`src/hdl/sbp_defines.vh`:
```
`ifndef SBP_DEFINES_VH
`define SBP_DEFINES_VH
// Register byte offsets
`define SBP_OFS_CTRL 8'h00
`define SBP_OFS_ROUTE 8'h04
`define SBP_OFS_STATUS 8'h08
`define SBP_OFS_IRQ_STAT 8'h0C
`define SBP_OFS_IRQ_MASK 8'h10
`define SBP_OFS_IDENT 8'h14
// Control fields
`define SBP_CTRL_SEL0 0
`define SBP_CTRL_SEL1 1
`define SBP_CTRL_IDRD 2
// Reset values
`define SBP_CTRL_RST 32'h00000000
`define SBP_ROUTE_RST 32'h00000000
`define SBP_MASK_RST 32'h00000000
// Arbitrary neutral pod identity value
`define SBP_POD_IDENT 8'h5A
// Interrupt bits
`define SBP_IRQ_EXTERNAL_CAPTURE_CLOCK 0
`define SBP_IRQ_PWR 1
`endif

```
`src/hdl/sbp_pod_frontend.v`:
```
// How it works
// - Target data and address pass buffered toward the capture channels.
// - Data byte latches on data_latch_strobe, from external clock and internal select.
// - Channels 24 to 31 carry user signals routed by configurable jumpers.
// - Routing defaults to the standard bus signal assignment.
// - Mainframe can read a fixed pod identity on channels 24 to 30.
// - target_power_sense is exposed with the identity for attach check.
// - A multiplexer picks sample or external clock under probe select 0 and 1.
// - Selected clock goes back to the mainframe as selected_capture_clock.
// - External clock is the OR of the four thresholded bus strobes.
`timescale 1ns/1ns
`default_nettype none
`include "sbp_defines.vh"
module sbp_pod_frontend (
  // Clock and reset
  input wire aclk,
  input wire aresetn,
  // AXI4-Lite slave
  input wire [7:0] s_axi_awaddr,
  input wire s_axi_awvalid,
  output reg s_axi_awready,
  input wire [31:0] s_axi_wdata,
  input wire [3:0] s_axi_wstrb,
  input wire s_axi_wvalid,
  output reg s_axi_wready,
  output reg [1:0] s_axi_bresp,
  output reg s_axi_bvalid,
  input wire s_axi_bready,
  input wire [7:0] s_axi_araddr,
  input wire s_axi_arvalid,
  output reg s_axi_arready,
  output reg [31:0] s_axi_rdata,
  output reg [1:0] s_axi_rresp,
  output reg s_axi_rvalid,
  input wire s_axi_rready,
  // Target bus pins
  input wire [7:0] target_data,
  input wire [15:0] target_addr,
  input wire [7:0] user_signals,
  input wire [7:0] std_bus_signals,
  input wire bus_refresh_strobe_n,
  input wire bus_read_strobe_n,
  input wire bus_write_strobe_n,
  input wire bus_int_ack_strobe_n,
  input wire target_power_sense,
  // Mainframe side
  input wire mainframe_sample_clock,
  input wire buffered_probe_select_0,
  input wire buffered_probe_select_1,
  output reg [7:0] capture_data,
  output reg [15:0] capture_addr,
  output reg [7:0] upper_capture_channels,
  output reg selected_capture_clock,
  output reg data_latch_strobe,
  output reg irq
);

  // Pin synchronisers, two stages each
  localparam NSYNC = 45;
  wire [NSYNC-1:0] pin_raw;
  reg [NSYNC-1:0] s1_q;
  reg [NSYNC-1:0] s2_q;
  assign pin_raw = {target_data, target_addr, user_signals, std_bus_signals,
                    bus_refresh_strobe_n, bus_read_strobe_n, bus_write_strobe_n,
                    bus_int_ack_strobe_n, mainframe_sample_clock};
  always @(posedge aclk) begin
    s1_q <= pin_raw;
    s2_q <= s1_q;
  end
  // Probe selects and power sense
  reg [2:0] m1_q;
  reg [2:0] m2_q;
  always @(posedge aclk) begin
    m1_q <= {target_power_sense, buffered_probe_select_1, buffered_probe_select_0};
    m2_q <= m1_q;
  end

  wire [7:0] data_s = s2_q[44:37];
  wire [15:0] addr_s = s2_q[36:21];
  wire [7:0] user_s = s2_q[20:13];
  wire [7:0] std_s = s2_q[12:5];
  wire [3:0] strobe_n_s = s2_q[4:1];
  wire mclk_s = s2_q[0];
  wire sel0_s = m2_q[0];
  wire sel1_s = m2_q[1];
  wire pwr_s = m2_q[2];

  // Control registers
  reg [31:0] ctrl_q;
  reg [7:0] route_q;
  reg [1:0] irq_stat_q;
  reg [1:0] irq_mask_q;

  // Thresholded strobes OR-combined
  // strobe OR
  wire ext_clk = ~(&strobe_n_s);

  // Internal select and identity enable from mainframe selects or software
  wire sel0 = sel0_s | ctrl_q[`SBP_CTRL_SEL0];
  wire sel1 = sel1_s | ctrl_q[`SBP_CTRL_SEL1];
  wire id_read_enable = (sel0 & sel1) | ctrl_q[`SBP_CTRL_IDRD];
  wire internal_clock_select_n = ~(sel0 & ~sel1);

  wire sel_clk = internal_clock_select_n ? ext_clk : mclk_s;

  reg ext_clk_q;
  reg pwr_q;
  wire ext_rise = ext_clk & ~ext_clk_q;

  wire [7:0] user_route;
  genvar g;
  generate
    for (g = 0; g < 8; g = g + 1) begin : g_route
      assign user_route[g] = route_q[g] ? user_s[g] : std_s[g];
    end
  endgenerate

  // Pod identity word
  wire [7:0] pod_ident = `SBP_POD_IDENT;
  wire [7:0] ident_word = {pwr_s, pod_ident[6:0]};

  // External clock edge history
  always @(posedge aclk) begin
    if (!aresetn)
      ext_clk_q <= 1'b0;
    else
      ext_clk_q <= ext_clk;
  end

  // Power sense history
  always @(posedge aclk) begin
    if (!aresetn)
      pwr_q <= 1'b0;
    else
      pwr_q <= pwr_s;
  end

  always @(posedge aclk) begin
    if (!aresetn)
      capture_addr <= 16'h0000;
    else
      capture_addr <= addr_s;
  end

  wire latch_open = ext_clk & internal_clock_select_n;
  always @(posedge aclk) begin
    if (!aresetn) begin
      data_latch_strobe <= 1'b0;
      capture_data <= 8'h00;
    end else begin
      data_latch_strobe <= latch_open;
      if (latch_open)
        capture_data <= data_s;
    end
  end

  always @(posedge aclk) begin
    if (!aresetn)
      selected_capture_clock <= 1'b0;
    else
      selected_capture_clock <= sel_clk;
  end

  reg [7:0] upper_d;
  always @* begin
    upper_d = user_route;
    if (id_read_enable)
      upper_d = ident_word;
  end
  always @(posedge aclk) begin
    if (!aresetn)
      upper_capture_channels <= 8'h00;
    else
      upper_capture_channels <= upper_d;
  end

  // AXI write channel
  reg aw_got_q;
  reg w_got_q;
  reg [7:0] awaddr_q;
  reg [31:0] wdata_q;
  wire do_write = aw_got_q & w_got_q & ~s_axi_bvalid;
  // Events: bit0 external clock rise, bit1 power change
  wire [1:0] ev = {pwr_s ^ pwr_q, ext_rise};

  // Write address decode
  wire hit_ctrl = awaddr_q == `SBP_OFS_CTRL;
  wire hit_route = awaddr_q == `SBP_OFS_ROUTE;
  wire hit_stat = awaddr_q == `SBP_OFS_IRQ_STAT;
  wire hit_mask = awaddr_q == `SBP_OFS_IRQ_MASK;
  wire hit_ro = (awaddr_q == `SBP_OFS_STATUS) | (awaddr_q == `SBP_OFS_IDENT);
  wire wr_ok = hit_ctrl | hit_route | hit_stat | hit_mask | hit_ro;

  // Address and data capture
  always @(posedge aclk) begin
    if (!aresetn) begin
      s_axi_awready <= 1'b0;
      s_axi_wready <= 1'b0;
      aw_got_q <= 1'b0;
      w_got_q <= 1'b0;
      awaddr_q <= 8'h00;
      wdata_q <= 32'h00000000;
    end else begin
      s_axi_awready <= ~aw_got_q & ~s_axi_awready & s_axi_awvalid;
      s_axi_wready <= ~w_got_q & ~s_axi_wready & s_axi_wvalid;
      if (s_axi_awvalid & s_axi_awready) begin
        aw_got_q <= 1'b1;
        awaddr_q <= s_axi_awaddr;
      end
      if (s_axi_wvalid & s_axi_wready) begin
        w_got_q <= 1'b1;
        wdata_q <= s_axi_wdata;
      end
      if (do_write) begin
        aw_got_q <= 1'b0;
        w_got_q <= 1'b0;
      end
    end
  end

  // Write response, refused for unmapped offsets
  always @(posedge aclk) begin
    if (!aresetn) begin
      s_axi_bvalid <= 1'b0;
      s_axi_bresp <= 2'b00;
    end else if (do_write) begin
      s_axi_bvalid <= 1'b1;
      s_axi_bresp <= wr_ok ? 2'b00 : 2'b10;
    end else if (s_axi_bvalid & s_axi_bready) begin
      s_axi_bvalid <= 1'b0;
    end
  end

  // Control fields from written word
  reg [31:0] ctrl_d;
  always @* begin
    ctrl_d = 32'h00000000;
    ctrl_d[`SBP_CTRL_SEL0] = wdata_q[`SBP_CTRL_SEL0];
    ctrl_d[`SBP_CTRL_SEL1] = wdata_q[`SBP_CTRL_SEL1];
    ctrl_d[`SBP_CTRL_IDRD] = wdata_q[`SBP_CTRL_IDRD];
  end

  // Control register
  always @(posedge aclk) begin
    if (!aresetn)
      ctrl_q <= `SBP_CTRL_RST;
    else if (do_write & hit_ctrl)
      ctrl_q <= ctrl_d;
  end

  wire [31:0] route_rst = `SBP_ROUTE_RST;
  always @(posedge aclk) begin
    if (!aresetn)
      route_q <= route_rst[7:0];
    else if (do_write & hit_route)
      route_q <= wdata_q[7:0];
  end

  // Interrupt mask register
  wire [31:0] mask_rst = `SBP_MASK_RST;
  always @(posedge aclk) begin
    if (!aresetn)
      irq_mask_q <= mask_rst[1:0];
    else if (do_write & hit_mask)
      irq_mask_q <= wdata_q[1:0];
  end

  // Sticky event flags, set wins over clear
  reg [1:0] irq_stat_d;
  always @* begin
    irq_stat_d = irq_stat_q;
    if (do_write & hit_stat)
      irq_stat_d = irq_stat_q & ~wdata_q[1:0];
    irq_stat_d = irq_stat_d | ev;
  end
  always @(posedge aclk) begin
    if (!aresetn)
      irq_stat_q <= 2'b00;
    else
      irq_stat_q <= irq_stat_d;
  end

  // Live status word
  wire [4:0] status_word = {id_read_enable, ext_clk, internal_clock_select_n, pwr_s, sel_clk};

  // Read data selection
  reg [31:0] rdata_d;
  reg rd_ok;
  always @* begin
    rdata_d = 32'h00000000;
    rd_ok = 1'b1;
    case (s_axi_araddr)
      `SBP_OFS_CTRL: rdata_d = ctrl_q;
      `SBP_OFS_ROUTE: rdata_d = {24'h000000, route_q};
      `SBP_OFS_STATUS: rdata_d = {27'h0000000, status_word};
      `SBP_OFS_IRQ_STAT: rdata_d = {30'h00000000, irq_stat_q};
      `SBP_OFS_IRQ_MASK: rdata_d = {30'h00000000, irq_mask_q};
      `SBP_OFS_IDENT: rdata_d = {24'h000000, pod_ident};
      default: rd_ok = 1'b0;
    endcase
  end

  // AXI read channel
  always @(posedge aclk) begin
    if (!aresetn) begin
      s_axi_arready <= 1'b0;
      s_axi_rvalid <= 1'b0;
      s_axi_rdata <= 32'h00000000;
      s_axi_rresp <= 2'b00;
    end else begin
      s_axi_arready <= ~s_axi_arready & ~s_axi_rvalid & s_axi_arvalid;
      if (s_axi_arvalid & s_axi_arready) begin
        s_axi_rvalid <= 1'b1;
        s_axi_rdata <= rdata_d;
        s_axi_rresp <= rd_ok ? 2'b00 : 2'b10;
      end else if (s_axi_rvalid & s_axi_rready) begin
        s_axi_rvalid <= 1'b0;
      end
    end
  end

  // Interrupt output
  wire irq_d = |(irq_stat_q & irq_mask_q);
  always @(posedge aclk) begin
    if (!aresetn)
      irq <= 1'b0;
    else
      irq <= irq_d;
  end

endmodule // sbp_pod_frontend
`default_nettype wire

```
`config.mk`:
```
export PLATFORM = sky130hd
export DESIGN_NAME = sbp_pod_frontend
export DESIGN_NICKNAME = d
export VERILOG_FILES = /design/src/hdl/sbp_pod_frontend.v
export VERILOG_INCLUDE_DIRS = /design/src /design/src/hdl
export SDC_FILE = /design/constraint.sdc
export NUM_CORES = 1
export LEC_CHECK = 0
export BUFFER_PORTS_ARGS = -buffer_cell sky130_fd_sc_hd__buf_2
export CAP_MARGIN = 20
export CORE_ASPECT_RATIO = 1.5
export CORE_MARGIN = 5
export CORE_UTILIZATION = 44
export CTS_CLUSTER_DIAMETER = 30
export DETAILED_ROUTE_END_ITERATION = 10
export HOLD_SLACK_MARGIN = 0.02
export PLACE_DENSITY = 0.74
export SLEW_MARGIN = 20
export SYNTH_ARGS = -nofsm -noshare
export SYNTH_HDL_FRONTEND = slang
export SYNTH_SLANG_ARGS = --single-unit
```
`constraint.sdc`:
```
create_clock -name aclk -period 1.9 [get_ports aclk]
set_input_delay 0 -clock aclk [delete_from_list [all_inputs] [get_ports aclk]]
set_output_delay 0 -clock aclk [all_outputs]
set_load 0.05 [all_outputs]
```
==> results of run 1 <==
[kinds of logic after synthesis]
family,after synthesis
flip-flops,181
AND/OR/NAND/NOR,136
AO/OA/AOI/OAI,56
buffers and inverters,47
multiplexers,33
XOR/XNOR,1
other,1
[power breakdown]
group	total (uW)	internal (uW)	switching (uW)
Combinational	744	271	474
Clock	3380	1930	1450
Sequential	4040	3970	68.1
[metrics by stage]
stage / util / cell area, sq um
floorplan: - / 5410
global placement: 0.507 / 6030
detailed placement: 0.507 / 6030
CTS: 0.630 / 7500
global route: 0.631 / 7500
finish: 0.631 / 7500
[cells in the mapped netlist, drive strengths merged, types with 2 or more instances]
cell | number | area, sq um
a211oi | 2 | 15.0
a21oi | 30 | 150
a22oi | 2 | 15.0
a32o | 2 | 20.0
and2 | 18 | 113
and3 | 2 | 12.5
buf | 28 | 210
clkbuf | 16 | 60.1
dfxtp | 181 | 3620
inv | 3 | 11.3
mux2i | 33 | 330
nand2 | 27 | 101
nand2b | 4 | 25.0
nand3 | 20 | 100
nand3b | 3 | 22.5
nor2 | 36 | 135
nor2b | 3 | 18.8
nor3 | 6 | 30.0
nor4 | 5 | 58.8
o21ai | 8 | 40.0
or3b | 2 | 17.5
or4 | 2 | 18.8
[worst max-delay path: cells and delay by family, from the launching register on]
family,cells,cell delay (ns)
and+or+nand+nor,3,0.80
DFF,1,0.40
buffers and inverters,1,0.23
muxes,1,0.22
[routing by layer]
layer	part of all wire	global-route usage	up-vias
li1	-	-	1944
met1	0.36	0.165	1794
met2	0.55	0.325	133
met3	0.052	0.0458	33
met4	0.038	0.0878	0
met5	0	0	-
[final timing paths]
| path | from | to | slack [ns] |
|---|---|---|---|
| setup / recovery | awaddr_q[2] | route_q[6] | 0.11 |
| hold / removal | s_axi_araddr[4] | s_axi_rdata[6] | 0.06 |
| setup reg to reg | awaddr_q[2] | route_q[6] | 0.11 |
| hold reg to reg | s1_q[31] | s2_q[31] | 0.32 |
[final cells by class]
cell class	count	area (sq um)	area share
tap	153	191	0.0255
timing repair buffer	225	1590	0.212
inverter	3	11.3	0.00150
clock buffer	20	467	0.0622
clock inverter	11	119	0.0158
sequential	181	3620	0.483
multi-input combinational	252	1500	0.200
[registers in the layout (all words and copies together), names as in the netlist, 2 cells and up]
name and count:
awaddr_q 8, capture_addr 16, capture_data 8, ctrl_q 3
irq_mask_q 2, irq_stat_q 2, m1_q 3, m2_q 3
route_q 8, s1_q 45, s2_q 45, s_axi_rdata 8
upper_capture_channels 8, wdata_q 8
==> flow_summary_export.csv, run 1 <==
group,metric,value,unit
synth,yosysSeqAreaShare,0.682,
place,place_hpwl,8020,microns
clock_tree,tritoncts,"built",
clock_tree,clock-root-buffer,"clkbuf_16",
synth,syn_area_per_cell,11.7,sq um
timing,grt_setup_unrepaired,"false",
timing,period_needed,1.79,ns
synth,synth-seq-cells,181,
place,io_buffers,128,
detailed_routing,wl,12300,microns
power_and_ir_drop,leakage,0.00323,uW
timing,max_freq,0.560,GHz
power_and_ir_drop,p_total,8170,uW
final_layout,layout.cells.most_common_list,"181 x dfxtp_1, 128 x buf_2, 88 x dlygate4sd3_1",
timing,final.setup.tns,0,ns
detailed_routing,firstDrtPassIters,4,
clock_tree,cts.hold.buffers_added,88,
worst_hold_path,hold_path.class,"in2reg",
critical_path,setup.worst_path.end_class,"flip-flop",
place,dp_worst_setup_slack,0.146,ns
synth,synthMuxAreaShare,0.0622,
timing,finClkSkew,0.00894,ns
critical_path,rr_worst_depth,5,
synth,async_flop_share,0,
critical_path,startpoint_type,"flip-flop",
timing,finalCritPeriodShare,0.940,
clock_tree,post-cts-setup-buffers,0,
grt,grt_antenna_before_repair,0,
synth,syn-cell-area,5310,sq um
floorplan,start_util,0.447,
final_layout,layoutNonFillerInstCount,845,
power_and_ir_drop,powerDensity,1090,nW/um^2
timing,setup_viol,0,
final_layout,nets,787,
synth,yosysUniqueCellTypes,50,
clock_tree,htreeDepth,4,
synth,yosys.area_share.xor_xnor,0.00165,
clock_tree,cts_resized,0,
detailed_routing,vias,3904,
synth,synthFlopType,"dfxtp_1",
detailed_routing,route.detailed.drc,0,
synth,yosys.area_share.simple,0.135,
critical_path,critPathArrivalTime,2.07,ns
flow_run,cap_violations,0,
critical_path,slowest_delay,0.49,ns
floorplan,ios,183,
timing,hold-worst-slack,0.0550,ns
critical_path,required,2.19,ns
final_layout,final_common_cell,"dfxtp_1",
clock_tree,cts.sinks,181,
final_layout,drive_gt1_frac,0.256,
critical_path,cp_slowest_cell,"or3b_2",
floorplan,dieArea,14400,sq um
final_layout,antenna_cells,0,
detailed_routing,ant_nets,0,
floorplan,num_rows,49,
critical_path,cp_max_fo,8,
critical_path,critPathKind,"reg2reg",
final_layout,area_delta_synth_final,41.2,%
grt,grt_pass1_vias,4019,
timing,slew_viol_final,0,
place,gp_congestion,0.781,
grt,grt_pass1_wl,19000,microns
clock_tree,path_clk_slew,0.07,ns
timing,final.setup.worst_slack,0.114,ns
detailed_routing,wl_per_cell,14.5,microns
detailed_routing,vias_per_cell,4.62,
synth,synth-adder-area-share,0,
final_layout,fill_cells,950,
synth,syn_inst,455,
synth,ys_warn_count,0,
floorplan,fp.coreArea,11900,sq um
synth,synth-compound-area-share,0.0657,
place,place_inst,725,
clock_tree,cts_made_buffers,17,
synth,synth_edf_count,0,
synth,synth_top_family_by_area,"simple AND/OR/NAND/NOR gates",
timing,finalHoldViolCount,0,
power_and_ir_drop,peakVddDrop,0.970,mV
clock_tree,cts_buffer_depth,2,
critical_path,cp_cell_sequence,"or3b_2 > nor4_4 > buf_4 > mux2i_1 > nor2_1",
floorplan,dieHeight,145,microns
run_status,outcome,"finished clean",
grt,grt_max_degree,50,
grt,grt_usage,0.171,
grt,grt-ovfl-total,0,
worst_hold_path,holdPathStages,3,
timing,slew_headroom,0.512,
floorplan,fp.dieW,99.7,microns
timing,tightest_slew,0.722,ns
clock_tree,worstSkewPairLatency,0.41,ns
detailed_routing,drt_iter0_markers,223,
Power figures use the tool's default switching activity.
==> inputs of run 2 (changes only) <==
--- a/config.mk
+++ b/config.mk
@@ -8,13 +8,17 @@
 export LEC_CHECK = 0
 export BUFFER_PORTS_ARGS = -buffer_cell sky130_fd_sc_hd__buf_2
 export CAP_MARGIN = 20
+export CELL_PAD_IN_SITES_DETAIL_PLACEMENT = 1
+export CELL_PAD_IN_SITES_GLOBAL_PLACEMENT = 1
 export CORE_ASPECT_RATIO = 1.5
 export CORE_MARGIN = 5
-export CORE_UTILIZATION = 44
+export CORE_UTILIZATION = 34
 export CTS_CLUSTER_DIAMETER = 30
 export DETAILED_ROUTE_END_ITERATION = 10
+export GPL_TIMING_DRIVEN = 0
 export HOLD_SLACK_MARGIN = 0.02
-export PLACE_DENSITY = 0.74
+export PLACE_DENSITY_LB_ADDON = 0.1
+export RECOVER_POWER = 50
 export SLEW_MARGIN = 20
 export SYNTH_ARGS = -nofsm -noshare
 export SYNTH_HDL_FRONTEND = slang
==> flow_summary_export.csv, run 2 (synthesized netlist as in run 1, its figures left out) <==
group,metric,value,unit
clock_tree,clock-root-buffer,"clkbuf_16",
floorplan,ios,183,
timing,final.setup.worst_slack,0.110,ns
final_layout,reg_top3,"s1_q x45, s2_q x45, capture_addr x16",
critical_path,critPathKind,"reg2reg",
timing,finClkSkew,0.0132,ns
clock_tree,worstSkewPairLatency,0.43,ns
timing,slew_headroom,0.580,
detailed_routing,wl_per_cell,14.7,microns
critical_path,setup.worst_path.end_class,"flip-flop",
clock_tree,tritoncts,"built",
critical_path,critPathArrivalTime,2.08,ns
clock_tree,htreeDepth,4,
critical_path,cp_max_fo,5,
critical_path,required,2.19,ns
power_and_ir_drop,leakage,0.00331,uW
grt,grt-ovfl-total,0,
power_and_ir_drop,p_sw_frac,0.270,
clock_tree,cts.sinks,181,
final_layout,utilization,0.492,
final_layout,multiInputGateArea,1520,sq um
final_layout,layout.cells.most_common_list,"181 x dfxtp_1, 125 x buf_2, 70 x dlygate4sd3_1",
clock_tree,path_clk_slew,0.07,ns
power_and_ir_drop,pwr-share-comb,0.094,
critical_path,cp_slowest_cell,"or4_4",
place,place_hpwl,9580,microns
detailed_routing,route.detailed.drc,0,
critical_path,slowest_delay,0.60,ns
place,gp_congestion,0.764,
place,io_buffers,125,
detailed_routing,drt_iter0_markers,58,
grt,grt_antenna_before_repair,0,
critical_path,startpoint_type,"flip-flop",
detailed_routing,wl,13400,microns
grt,grt_max_degree,21,
final_layout,area_delta_synth_final,43.4,%
critical_path,reg2reg_slack,0.11,ns
floorplan,dieArea,18300,sq um
timing,max_freq,0.559,GHz
power_and_ir_drop,peakVddDrop,0.556,mV
detailed_routing,firstDrtPassIters,4,
place,dp_worst_setup_slack,-0.231,ns
timing,setup_viol,0,
timing,grt_setup_unrepaired,"false",
clock_tree,cts_made_buffers,17,
clock_tree,cts_buffer_depth,2,
grt,grt_pass1_wl,21100,microns
floorplan,num_rows,56,
flow_run,cap_violations,0,
grt,grt_pass1_vias,4211,
floorplan,fp.dieW,112,microns
final_layout,drive_gt1_frac,0.272,
timing,slew_viol_final,0,
detailed_routing,ant_nets,0,
power_and_ir_drop,p_clk_frac,0.419,
timing,tightest_slew,0.622,ns
floorplan,start_util,0.343,
floorplan,fp.coreArea,15500,sq um
worst_hold_path,hold_path.class,"in2reg",
final_layout,seqCellArea,3620,sq um
detailed_routing,vias_per_cell,4.33,
power_and_ir_drop,power_switching,2230,uW
timing,finalCritPeriodShare,0.942,
critical_path,cp_cell_sequence,"or4_4 > nor4_4 > mux2i_1 > nor2_1",
timing,hold-worst-slack,0.0402,ns
final_layout,fill_cells,1731,
grt,grt_usage,0.148,
power_and_ir_drop,p_int,6050,uW
power_and_ir_drop,seq_power_share,0.487,
run_status,outcome,"finished clean",
final_layout,final_common_cell,"dfxtp_1",
timing,finalHoldViolCount,0,
timing,period_needed,1.79,ns
floorplan,dieHeight,163,microns
power_and_ir_drop,powerDensity,1090,nW/um^2
final_layout,nets,800,
detailed_routing,vias,3938,
## run 2: changes by cell type in the layout (fill, tap and decap cells not counted), moves of 3 or more
cell	delta
inv_6	+4
and2_1	-12
buf_2	-3
clkinv_8	+6
clkbuf_1	+16
dlygate4sd3_1	-18
and2_0	+12
clkbuf_8	-3
buf_4	+18
clkinv_4	-6
## run 2: timing repair
| item | 4_1_cts | 5_1_grt |
|---|---|---|
| gates resized for setup | 2 | 0 |
| cloned | 0 | 0 |
| setup buffers | 1 | 0 |
| pin swaps | 1 | 1 |
| hold buffers | 70 | 0 |
| endpoints found under the hold margin | 72 | 0 |
| setup endpoints to repair | 15 | 11 |
## run 2: power by group through the flow
| stage | sequential [uW] | combinational [uW] | clock (uW) |
|---|---|---|---|
| after floorplan | 4280 | 313 | 0 |
| after global placement | 4110 | 668 | 0 |
| after CTS | 4030 | 794 | 3600 |
| final | 4030 | 781 | 3470 |
| after detailed placement | 4120 | 678 | 0 |
| after global routing | 4050 | 839 | 3750 |
## run 2: worst paths after layout
check | end | cells after the start | from
setup / recovery | ctrl_q[2] | 4 | awaddr_q[0]
hold reg to reg | s2_q[20] | 0 | s1_q[20]
setup reg to reg | ctrl_q[2] | 4 | awaddr_q[0]
hold / removal | awaddr_q[5] | 4 | s_axi_awvalid
## run 2: cell type report
cell class,instances,share of cell area
clock inverters,14,0.0233
diodes,1,0.000328
clock buffers,18,0.0563
plain buffers,42,0.0335
multi-input cells,252,0.200
inverters,3,0.00148
flip-flops and latches,181,0.476
repair buffers,196,0.177
well taps,203,0.0333
## run 2: worst max-delay path, delay by kind of cell (launching register included)
family	cells	cell delay, ns
multiplexers	1	0.25
AND/OR/NAND/NOR	3	1.08
flip-flops	1	0.32
## run 2: stage by stage
step | power, uW | instance area (sq um) | TNS [ns] | instances
after floorplan | 4590 | 5410 | 0 | 480
after global placement | 4780 | 6290 | -1.78 | 808
after detailed placement | 4800 | 6290 | -1.91 | 808
after CTS | 8430 | 7630 | 0 | 911
after global routing | 8630 | 7620 | 0 | 909
final | 8280 | 7620 | 0 | 910
## run 2: layer usage
metal	track usage	vias to the layer above	part of all wire
li1	-	1973	-
met1	0.145	1841	0.36
met2	0.287	106	0.56
met3	0.0486	18	0.055
met4	0.0541	0	0.022
met5	0	-	0
